--- src/shared/eqt_pkg.sv ---
// package for the extended query table slice: addresses, table bytes, carriers
package eqt_pkg;
	localparam int          ADDR_W        = 9;
	localparam int          DATA_W        = 16;
	localparam logic [8:0]  ADDR_FIRST    = 9'h117;
	localparam logic [8:0]  ADDR_LAST     = 9'h129;
	localparam logic [8:0]  ADDR_VPP      = 9'h117;
	localparam logic [8:0]  ADDR_OTP_CNT  = 9'h118;
	localparam logic [8:0]  ADDR_OTP1_0   = 9'h119;
	localparam logic [8:0]  ADDR_OTP1_1   = 9'h11A;
	localparam logic [8:0]  ADDR_OTP1_2   = 9'h11B;
	localparam logic [8:0]  ADDR_OTP1_3   = 9'h11C;
	localparam logic [8:0]  ADDR_PR2_0    = 9'h11D;
	localparam logic [8:0]  ADDR_PR2_1    = 9'h11E;
	localparam logic [8:0]  ADDR_PR2_2    = 9'h11F;
	localparam logic [8:0]  ADDR_PR2_3    = 9'h120;
	localparam logic [8:0]  ADDR_FGRP_LO  = 9'h121;
	localparam logic [8:0]  ADDR_FGRP_HI  = 9'h122;
	localparam logic [8:0]  ADDR_FGRP_EXP = 9'h123;
	localparam logic [8:0]  ADDR_UGRP_LO  = 9'h124;
	localparam logic [8:0]  ADDR_UGRP_HI  = 9'h125;
	localparam logic [8:0]  ADDR_UGRP_EXP = 9'h126;
	localparam logic [8:0]  ADDR_PAGE     = 9'h127;
	localparam logic [8:0]  ADDR_SYNC_CNT = 9'h128;
	localparam logic [8:0]  ADDR_SYNC1    = 9'h129;
	localparam logic [7:0]  VAL_VPP       = 8'h90;
	localparam logic [7:0]  VAL_OTP_CNT   = 8'h02;
	localparam logic [7:0]  VAL_OTP1_0    = 8'h80;
	localparam logic [7:0]  VAL_OTP1_1    = 8'h00;
	localparam logic [7:0]  VAL_OTP1_2    = 8'h03;
	localparam logic [7:0]  VAL_OTP1_3    = 8'h03;
	localparam logic [7:0]  VAL_PR2_0     = 8'h89;
	localparam logic [7:0]  VAL_ZERO      = 8'h00;
	localparam logic [7:0]  VAL_UGRP_LO   = 8'h10;
	localparam logic [7:0]  VAL_UGRP_EXP  = 8'h04;
	localparam logic [7:0]  VAL_PAGE      = 8'h05;
	localparam logic [7:0]  VAL_SYNC_CNT  = 8'h04;
	localparam logic [7:0]  VAL_SYNC1     = 8'h01;
	localparam logic [15:0] RESET_DATA    = 16'h0000;

	typedef struct packed {
		logic       valid;
		logic [8:0] addr;
	} eqt_req_t;

	typedef struct packed {
		logic        valid;
		logic        hit;
		logic [15:0] data;
	} eqt_rsp_t;
endpackage

--- src/verilog/eqt_lookup.sv ---
// combinational byte lookup for the query slice
`timescale 1ns/1ps
module eqt_lookup (
	input  wire logic [8:0] addr_in,
	output logic      [7:0] byte_out,
	output logic            hit_out
);
	always_comb begin
		hit_out  = 1'b1;
		byte_out = eqt_pkg::VAL_ZERO;
		unique case (addr_in)
			eqt_pkg::ADDR_VPP:      byte_out = eqt_pkg::VAL_VPP;
			eqt_pkg::ADDR_OTP_CNT:  byte_out = eqt_pkg::VAL_OTP_CNT;
			eqt_pkg::ADDR_OTP1_0:   byte_out = eqt_pkg::VAL_OTP1_0;
			eqt_pkg::ADDR_OTP1_1:   byte_out = eqt_pkg::VAL_OTP1_1;
			eqt_pkg::ADDR_OTP1_2:   byte_out = eqt_pkg::VAL_OTP1_2;
			eqt_pkg::ADDR_OTP1_3:   byte_out = eqt_pkg::VAL_OTP1_3;
			eqt_pkg::ADDR_PR2_0:    byte_out = eqt_pkg::VAL_PR2_0;
			eqt_pkg::ADDR_PR2_1,
			eqt_pkg::ADDR_PR2_2,
			eqt_pkg::ADDR_PR2_3:    byte_out = eqt_pkg::VAL_ZERO;
			eqt_pkg::ADDR_FGRP_LO,
			eqt_pkg::ADDR_FGRP_HI,
			eqt_pkg::ADDR_FGRP_EXP: byte_out = eqt_pkg::VAL_ZERO;
			eqt_pkg::ADDR_UGRP_LO:  byte_out = eqt_pkg::VAL_UGRP_LO;
			eqt_pkg::ADDR_UGRP_HI:  byte_out = eqt_pkg::VAL_ZERO;
			eqt_pkg::ADDR_UGRP_EXP: byte_out = eqt_pkg::VAL_UGRP_EXP;
			eqt_pkg::ADDR_PAGE:     byte_out = eqt_pkg::VAL_PAGE;
			eqt_pkg::ADDR_SYNC_CNT: byte_out = eqt_pkg::VAL_SYNC_CNT;
			eqt_pkg::ADDR_SYNC1:    byte_out = eqt_pkg::VAL_SYNC1;
			default: begin
				// addresses outside this slice belong to other parts of the query unit
				hit_out  = 1'b0;
				byte_out = eqt_pkg::VAL_ZERO;
			end
		endcase
	end
endmodule

--- src/verilog/eqt_query_slice.sv ---
// query-mode read slice for extended query bytes 117h..129h
// Notes on behaviour
// - address 117h returns 90h, program-supply voltage 9.0 volts.
// - address 118h returns 02h, two OTP fields; 00h would mean 256.
// - 119h..11Ch return 80h, 00h, 03h, 03h for the first OTP descriptor.
// - 11Dh..120h return 89h, 00h, 00h, 00h as the lock word address.
// - factory group count and size exponent at 121h..123h read 00h.
// - user group count 10h, 00h at 124h..125h; exponent 04h at 126h.
// - address 127h returns 05h, 32-byte read page.
// - address 128h returns 04h, four burst configuration fields follow.
// - address 129h returns 01h, four-word burst length.
`timescale 1ns/1ps
module eqt_query_slice (
	input  wire logic              mclk_in,
	input  wire logic              rstn_in,
	input  wire eqt_pkg::eqt_req_t req_in,
	output eqt_pkg::eqt_rsp_t      rsp_out
);
	logic [7:0]  lut_byte;
	logic        lut_hit;
	logic        resp_valid;
	logic        resp_hit;
	logic [15:0] resp_data;

	// ----------------------------------------------------------------
	// helpers
	// ----------------------------------------------------------------
	// table answers always sit on the low lane, the upper lane reads zero
	function automatic logic [15:0] lane_word(input logic [7:0] tbl_byte);
		return {eqt_pkg::VAL_ZERO, tbl_byte};
	endfunction

	// addresses this slice owns; everything else belongs to the rest of the query unit
	function automatic logic in_slice(input logic [8:0] addr);
		return (addr >= eqt_pkg::ADDR_FIRST) && (addr <= eqt_pkg::ADDR_LAST);
	endfunction

	// ----------------------------------------------------------------
	// table lookup
	// ----------------------------------------------------------------
	eqt_lookup u_lookup (
		.addr_in  (req_in.addr),
		.byte_out (lut_byte),
		.hit_out  (lut_hit)
	);

	// ----------------------------------------------------------------
	// registered read data
	// ----------------------------------------------------------------
	// valid answers every taken request exactly one cycle later
	always_ff @(posedge mclk_in) begin
		if (!rstn_in) begin
			resp_valid <= 1'b0;
		end else begin
			resp_valid <= req_in.valid;
		end
	end

	// hit tells the query unit whether this slice owns the address
	always_ff @(posedge mclk_in) begin
		if (!rstn_in) begin
			resp_hit <= 1'b0;
		end else begin
			resp_hit <= req_in.valid & lut_hit;
		end
	end

	// one-cycle registered answer keeps the data lanes glitch free; data moves only on a request or under reset
	always_ff @(posedge mclk_in) begin
		if (!rstn_in) begin
			resp_data <= eqt_pkg::RESET_DATA;
		end else if (req_in.valid) begin
			resp_data <= lane_word(lut_byte);
		end
	end

	assign rsp_out = {resp_valid, resp_hit, resp_data};

	// ----------------------------------------------------------------
	// checks
	// ----------------------------------------------------------------
	property p_vpp;
		@(posedge mclk_in) disable iff (!rstn_in)
		req_in.valid && req_in.addr == eqt_pkg::ADDR_VPP |=> rsp_out.valid && rsp_out.data == 16'h0090;
	endproperty
	a_vpp: assert property (p_vpp) else $error("vpp byte wrong");

	property p_otp_cnt;
		@(posedge mclk_in) disable iff (!rstn_in)
		req_in.valid && req_in.addr == eqt_pkg::ADDR_OTP_CNT |=> rsp_out.data == 16'h0002;
	endproperty
	a_otp_cnt: assert property (p_otp_cnt) else $error("otp count wrong");

	property p_otp1;
		@(posedge mclk_in) disable iff (!rstn_in)
		req_in.valid && req_in.addr == eqt_pkg::ADDR_OTP1_0 |=> rsp_out.data == 16'h0080;
	endproperty
	a_otp1: assert property (p_otp1) else $error("otp descriptor wrong");

	property p_otp1_exp;
		@(posedge mclk_in) disable iff (!rstn_in)
		req_in.valid && (req_in.addr == eqt_pkg::ADDR_OTP1_2 || req_in.addr == eqt_pkg::ADDR_OTP1_3)
		|=> rsp_out.data == 16'h0003;
	endproperty
	a_otp1_exp: assert property (p_otp1_exp) else $error("otp exponent wrong");

	property p_pr2;
		@(posedge mclk_in) disable iff (!rstn_in)
		req_in.valid && req_in.addr == eqt_pkg::ADDR_PR2_0 |=> rsp_out.data == 16'h0089;
	endproperty
	a_pr2: assert property (p_pr2) else $error("lock word byte wrong");

	property p_fgrp;
		@(posedge mclk_in) disable iff (!rstn_in)
		req_in.valid && req_in.addr >= eqt_pkg::ADDR_FGRP_LO && req_in.addr <= eqt_pkg::ADDR_FGRP_EXP
		|=> rsp_out.data == 16'h0000 && rsp_out.hit;
	endproperty
	a_fgrp: assert property (p_fgrp) else $error("factory group not zero");

	property p_ugrp;
		@(posedge mclk_in) disable iff (!rstn_in)
		req_in.valid && req_in.addr == eqt_pkg::ADDR_UGRP_LO |=> rsp_out.data == 16'h0010;
	endproperty
	a_ugrp: assert property (p_ugrp) else $error("user group count wrong");

	property p_page;
		@(posedge mclk_in) disable iff (!rstn_in)
		req_in.valid && req_in.addr == eqt_pkg::ADDR_PAGE |=> rsp_out.data == 16'h0005;
	endproperty
	a_page: assert property (p_page) else $error("page capability wrong");

	property p_sync;
		@(posedge mclk_in) disable iff (!rstn_in)
		req_in.valid && req_in.addr == eqt_pkg::ADDR_SYNC_CNT ##1 req_in.valid
		&& req_in.addr == eqt_pkg::ADDR_SYNC1 |=> rsp_out.data == 16'h0001
		&& $past(rsp_out.data) == 16'h0004;
	endproperty
	a_sync: assert property (p_sync) else $error("burst field bytes wrong");

	property p_upper;
		@(posedge mclk_in) disable iff (!rstn_in)
		rsp_out.valid |-> rsp_out.data[15:8] == 8'h00;
	endproperty
	a_upper: assert property (p_upper) else $error("upper byte not zero");

	// ----------------------------------------------------------------
	// checks: remaining table bytes
	// ----------------------------------------------------------------
	property p_otp1_lock;
		@(posedge mclk_in) disable iff (!rstn_in)
		req_in.valid && req_in.addr == eqt_pkg::ADDR_OTP1_1 |=> rsp_out.data == 16'h0000 && rsp_out.hit;
	endproperty
	a_otp1_lock: assert property (p_otp1_lock) else $error("otp lock high byte wrong");

	property p_pr2_hi;
		@(posedge mclk_in) disable iff (!rstn_in)
		req_in.valid && req_in.addr >= eqt_pkg::ADDR_PR2_1 && req_in.addr <= eqt_pkg::ADDR_PR2_3
		|=> rsp_out.data == 16'h0000 && rsp_out.hit;
	endproperty
	a_pr2_hi: assert property (p_pr2_hi) else $error("lock word upper bytes wrong");

	property p_ugrp_hi;
		@(posedge mclk_in) disable iff (!rstn_in)
		req_in.valid && req_in.addr == eqt_pkg::ADDR_UGRP_HI |=> rsp_out.data == 16'h0000 && rsp_out.hit;
	endproperty
	a_ugrp_hi: assert property (p_ugrp_hi) else $error("user group high byte wrong");

	property p_ugrp_exp;
		@(posedge mclk_in) disable iff (!rstn_in)
		req_in.valid && req_in.addr == eqt_pkg::ADDR_UGRP_EXP |=> rsp_out.data == 16'h0004;
	endproperty
	a_ugrp_exp: assert property (p_ugrp_exp) else $error("user group exponent wrong");

	property p_sync_cnt;
		@(posedge mclk_in) disable iff (!rstn_in)
		req_in.valid && req_in.addr == eqt_pkg::ADDR_SYNC_CNT |=> rsp_out.data == 16'h0004;
	endproperty
	a_sync_cnt: assert property (p_sync_cnt) else $error("burst field count wrong");

	property p_sync1;
		@(posedge mclk_in) disable iff (!rstn_in)
		req_in.valid && req_in.addr == eqt_pkg::ADDR_SYNC1 |=> rsp_out.data == 16'h0001;
	endproperty
	a_sync1: assert property (p_sync1) else $error("first burst field wrong");

	property p_vpp_nibbles;
		@(posedge mclk_in) disable iff (!rstn_in)
		req_in.valid && req_in.addr == eqt_pkg::ADDR_VPP
		|=> rsp_out.data[7:4] == 4'h9 && rsp_out.data[3:0] == 4'h0 && rsp_out.hit;
	endproperty
	a_vpp_nibbles: assert property (p_vpp_nibbles) else $error("vpp nibbles wrong");

	property p_otp_cnt_hit;
		@(posedge mclk_in) disable iff (!rstn_in)
		req_in.valid && req_in.addr == eqt_pkg::ADDR_OTP_CNT |=> rsp_out.valid && rsp_out.hit;
	endproperty
	a_otp_cnt_hit: assert property (p_otp_cnt_hit) else $error("otp count not served");

	property p_page_hit;
		@(posedge mclk_in) disable iff (!rstn_in)
		req_in.valid && req_in.addr == eqt_pkg::ADDR_PAGE |=> rsp_out.valid && rsp_out.hit;
	endproperty
	a_page_hit: assert property (p_page_hit) else $error("page byte not served");

	// ----------------------------------------------------------------
	// checks: lanes and handshake
	// ----------------------------------------------------------------
	property p_hit;
		@(posedge mclk_in) disable iff (!rstn_in)
		req_in.valid && in_slice(req_in.addr) |=> rsp_out.valid && rsp_out.hit;
	endproperty
	a_hit: assert property (p_hit) else $error("slice address not claimed");

	property p_miss;
		@(posedge mclk_in) disable iff (!rstn_in)
		req_in.valid && !in_slice(req_in.addr)
		|=> rsp_out.valid && !rsp_out.hit && rsp_out.data == 16'h0000;
	endproperty
	a_miss: assert property (p_miss) else $error("foreign address claimed");

	property p_idle;
		@(posedge mclk_in) disable iff (!rstn_in)
		!req_in.valid |=> !rsp_out.valid && !rsp_out.hit;
	endproperty
	a_idle: assert property (p_idle) else $error("answer without request");

	// the lanes must not move between reads or the host sees a spurious byte
	property p_hold;
		@(posedge mclk_in) disable iff (!rstn_in)
		!req_in.valid |=> $stable(rsp_out.data);
	endproperty
	a_hold: assert property (p_hold) else $error("data moved while idle");

	property p_reset;
		@(posedge mclk_in)
		!rstn_in |=> !rsp_out.valid && !rsp_out.hit && rsp_out.data == 16'h0000;
	endproperty
	a_reset: assert property (p_reset) else $error("answer not cleared by reset");
endmodule

--- config.mk ---
export PLATFORM = sky130hd
export DESIGN_NAME = eqt_query_slice
export DESIGN_NICKNAME = d
export VERILOG_FILES = /design/src/shared/eqt_pkg.sv /design/src/verilog/eqt_lookup.sv /design/src/verilog/eqt_query_slice.sv
export SDC_FILE = /design/constraint.sdc
export NUM_CORES = 1
export LEC_CHECK = 0
export BUFFER_PORTS_ARGS = -buffer_cell sky130_fd_sc_hd__clkbuf_2
export CAP_MARGIN = 10
export CORE_UTILIZATION = 30
export DETAILED_ROUTE_END_ITERATION = 16
export GPL_TIMING_DRIVEN = 1
export PLACE_DENSITY = 0.58
export REMOVE_ABC_BUFFERS = 1
export SETUP_SLACK_MARGIN = 0.02
export SYNTH_ARGS = -nofsm -noshare
export SYNTH_HDL_FRONTEND = slang
export SYNTH_SLANG_ARGS = --single-unit
--- constraint.sdc ---
create_clock -name mclk_in -period 1.5 [get_ports mclk_in]
set_clock_uncertainty 0.15 [all_clocks]
set_input_delay 0.15 -clock mclk_in [delete_from_list [all_inputs] [get_ports mclk_in]]
set_output_delay 0.15 -clock mclk_in [all_outputs]
set_load 0.05 [all_outputs]
==> reports/qor.yml <==
p_leak_nw: 0.2944
hold_depth: 2
fill_cells: 201
finalNetCount: 97
viasPerCell: 4.620
outcome: "completed"
ff2ff_path_depth: 2
grt_pass1_vias: 409
fmax_mhz: 840.9
timing.rr.start: "resp_data[4]"
max_stage_delay_ns: 0.35
min_period_ns: 1.189
fp.dieArea_um2: 2106
ant_nets: 0
cts_hold_buf: 1
post_cts_buffers: 0
synth_top_family_by_area: "simple AND/OR/NAND/NOR gates"
ys_types: 24
cts_tree: "yes"
reg2reg_setup_slack_ns: 0.74
drive_above_1_share_pct: 34.94
synthCells: 67
synth_area_um2: 578.1
whs_endpoint: "resp_valid"
antennaDiodeCount: 0
clk_pin_slew_worst_paths_ns: 0.05
muxShareOfSynthArea_pct: 0
cp.arrival_ns: 0.89
areaGrowthSynthToFinish_pct: 13.42
grt_overflow_total: 0
setup.worst_path.class: "reg -> out"
core_um2: 1764
final-max-slew-violation-count: 0
die_h_um: 45.90
peakVddDrop_mv: 0.3824
p_total_mw: 0.5056
synth_fa_ha_area_share_pct: 0
required_ns: 1.20
synth_top_area_share_pct: 27.71
drtIter0Drc: 6
wire_per_inst_um: 9.963
timing.rr.end: "resp_data[4]"
initial_core_util_pct: 32.77
hold_slack_ns: 0.05118
grt_pass1_wl_um: 1711
synth-simple-area-share_pct: 33.33
setup-violations-final: 0
crit_chain: "clkbuf_2"
multiInputGateArea_um2: 329.1
synth_top_cell_by_area: "dfxtp_1"
critPathMaxFanout: 2
gp_congestion: 0.7720
grt_usage_pct: 11.80
synth_warnings: 0
p_per_area_nw_per_um2: 771.2
rows: 15
synth_compound_area_share_pct: 17.10
grt_max_degree: 13
route.detailed.drc: 0
cts_buffers: 3
min_from: "req_in[9]"
ys_seq_elements: 8
root_buffer: "clkbuf_4"
final_hold_viol_count: 0
finalSetupTns_ns: 0
portBuffers: 19
crit_family: "flip-flops"
synth_xor_area_share_pct: 0
cp_num_buf_inv: 1
regArea_um2: 160.2
synth_area_leaders: "dfxtp_1, buf_4, nand2b_2, o2111ai_1, a21oi_1"
clk_path_buf_depth: 2
htreeDepth: 1
hold_class: "in -> reg"
crit_path_start_kind: "register"
fin_util_pct: 37.16
clk_latency_ns: 0.25
drt_pass1_iterations: 4
cp-end-kind: "primary output"
clkSinkCount: 8
rsz0062_at_grt: "no"
synth_area_per_cell_um2: 8.628
wl_um: 1076
cts_repair_resize_count: 0
antenna_found_initial: 0
fin_crit_sh_pct: 79.28
ys_seq_area_share_pct: 27.71
drv_cap: 0
cpMaxStageDelayCell: "dfxtp_1"
die_w_um: 45.90
dpl.hpwl_um: 837.6
vias: 499
io_pins: 30
==> cells by family after synthesis <==
logic type,Yosys count
buf+inv,18
other cells,1
flops,8
simple gates,25
compound gates,15
==> metrics by stage <==
stage,std cells,instance area (um^2),worst slack (ns)
4_1_cts,108,655.6,0.2996
3_5_place_dp,104,623.1,0.3077
5_1_grt,108,655.6,0.2672
2_1_floorplan,60,496.7,0.4550
6_report,108,655.6,0.3108
3_3_place_gp,104,623.1,0.3281
==> layer usage <==
metal | share of wire [%] | GRT usage (%) | vias up
met1 | 47 | 14.59 | 215
met5 | 0 | 0 | -
met3 | 10 | 7.143 | 0
li1 | - | - | 252
met4 | 0 | 7.647 | 0
met2 | 43 | 14.93 | 32
==> placed cells by master, fill, tap and decap left out, types with 2 or more instances in the layout <==
master / netlist / routed
conb_1: 1 / 10
nor3b_1: 2 / 2
nor2b_1: 2 / 2
a21oi_1: 6 / 6
and3b_1: 3 / 3
nand2_1: 2 / 2
o2111ai_1: 6 / 6
clkbuf_2: 0 / 19
nor4b_1: 2 / 2
dfxtp_1: 8 / 8
nand2b_2: 6 / 6
clkbuf_4: 0 / 3
inv_1: 2 / 2
==> state kept, by name, indices dropped and copies added, names as in the netlist <==
signal / flops
resp_data: 6
resp_hit: 1
resp_valid: 1
==> synthesized netlist by cell type <==
cell       instances
buf_4             14
dfxtp_1            8
a21oi_1            6
nand2b_2           6
o2111ai_1          6
and3b_1            3
buf_2              2
inv_1              2
nand2_1            2
nor2b_1            2
nor3b_1            2
nor4b_1            2
a31oi_1            1
and2_1             1
and2b_1            1
and2b_2            1
and3_1             1
and4b_1            1
and4bb_1           1
conb_1             1
nand4_1            1
nor2_1             1
o21ai_0            1
o21ai_1            1
==> worst max path at each step <==
stage | cells past startpoint | from | endpoint
2_1_floorplan | 2 | resp_data[2] | resp_data[2]
3_3_place_gp | 4 | req_in[9] | resp_data[0]
3_5_place_dp | 4 | req_in[9] | resp_data[0]
4_1_cts | 1 | resp_data[4] | rsp_out[4]
5_1_grt | 1 | resp_data[4] | rsp_out[4]
6_report | 1 | resp_data[4] | rsp_out[4]
==> cell type report <==
cell class                 instances  area share, %
inverter                           2          1.145
tap                               25          4.771
multi-input combinational         50          50.19
clock buffer                       3          3.435
timing repair buffer              20          16.03
sequential                         8          24.43
==> power by group <==
part | total [mW] | switching, mW | internal [mW]
Combinational | 0.126 | 0.0949 | 0.0307
Clock | 0.165 | 0.0734 | 0.0916
Sequential | 0.215 | 0.000516 | 0.215
Power figures use the tool's default switching activity.
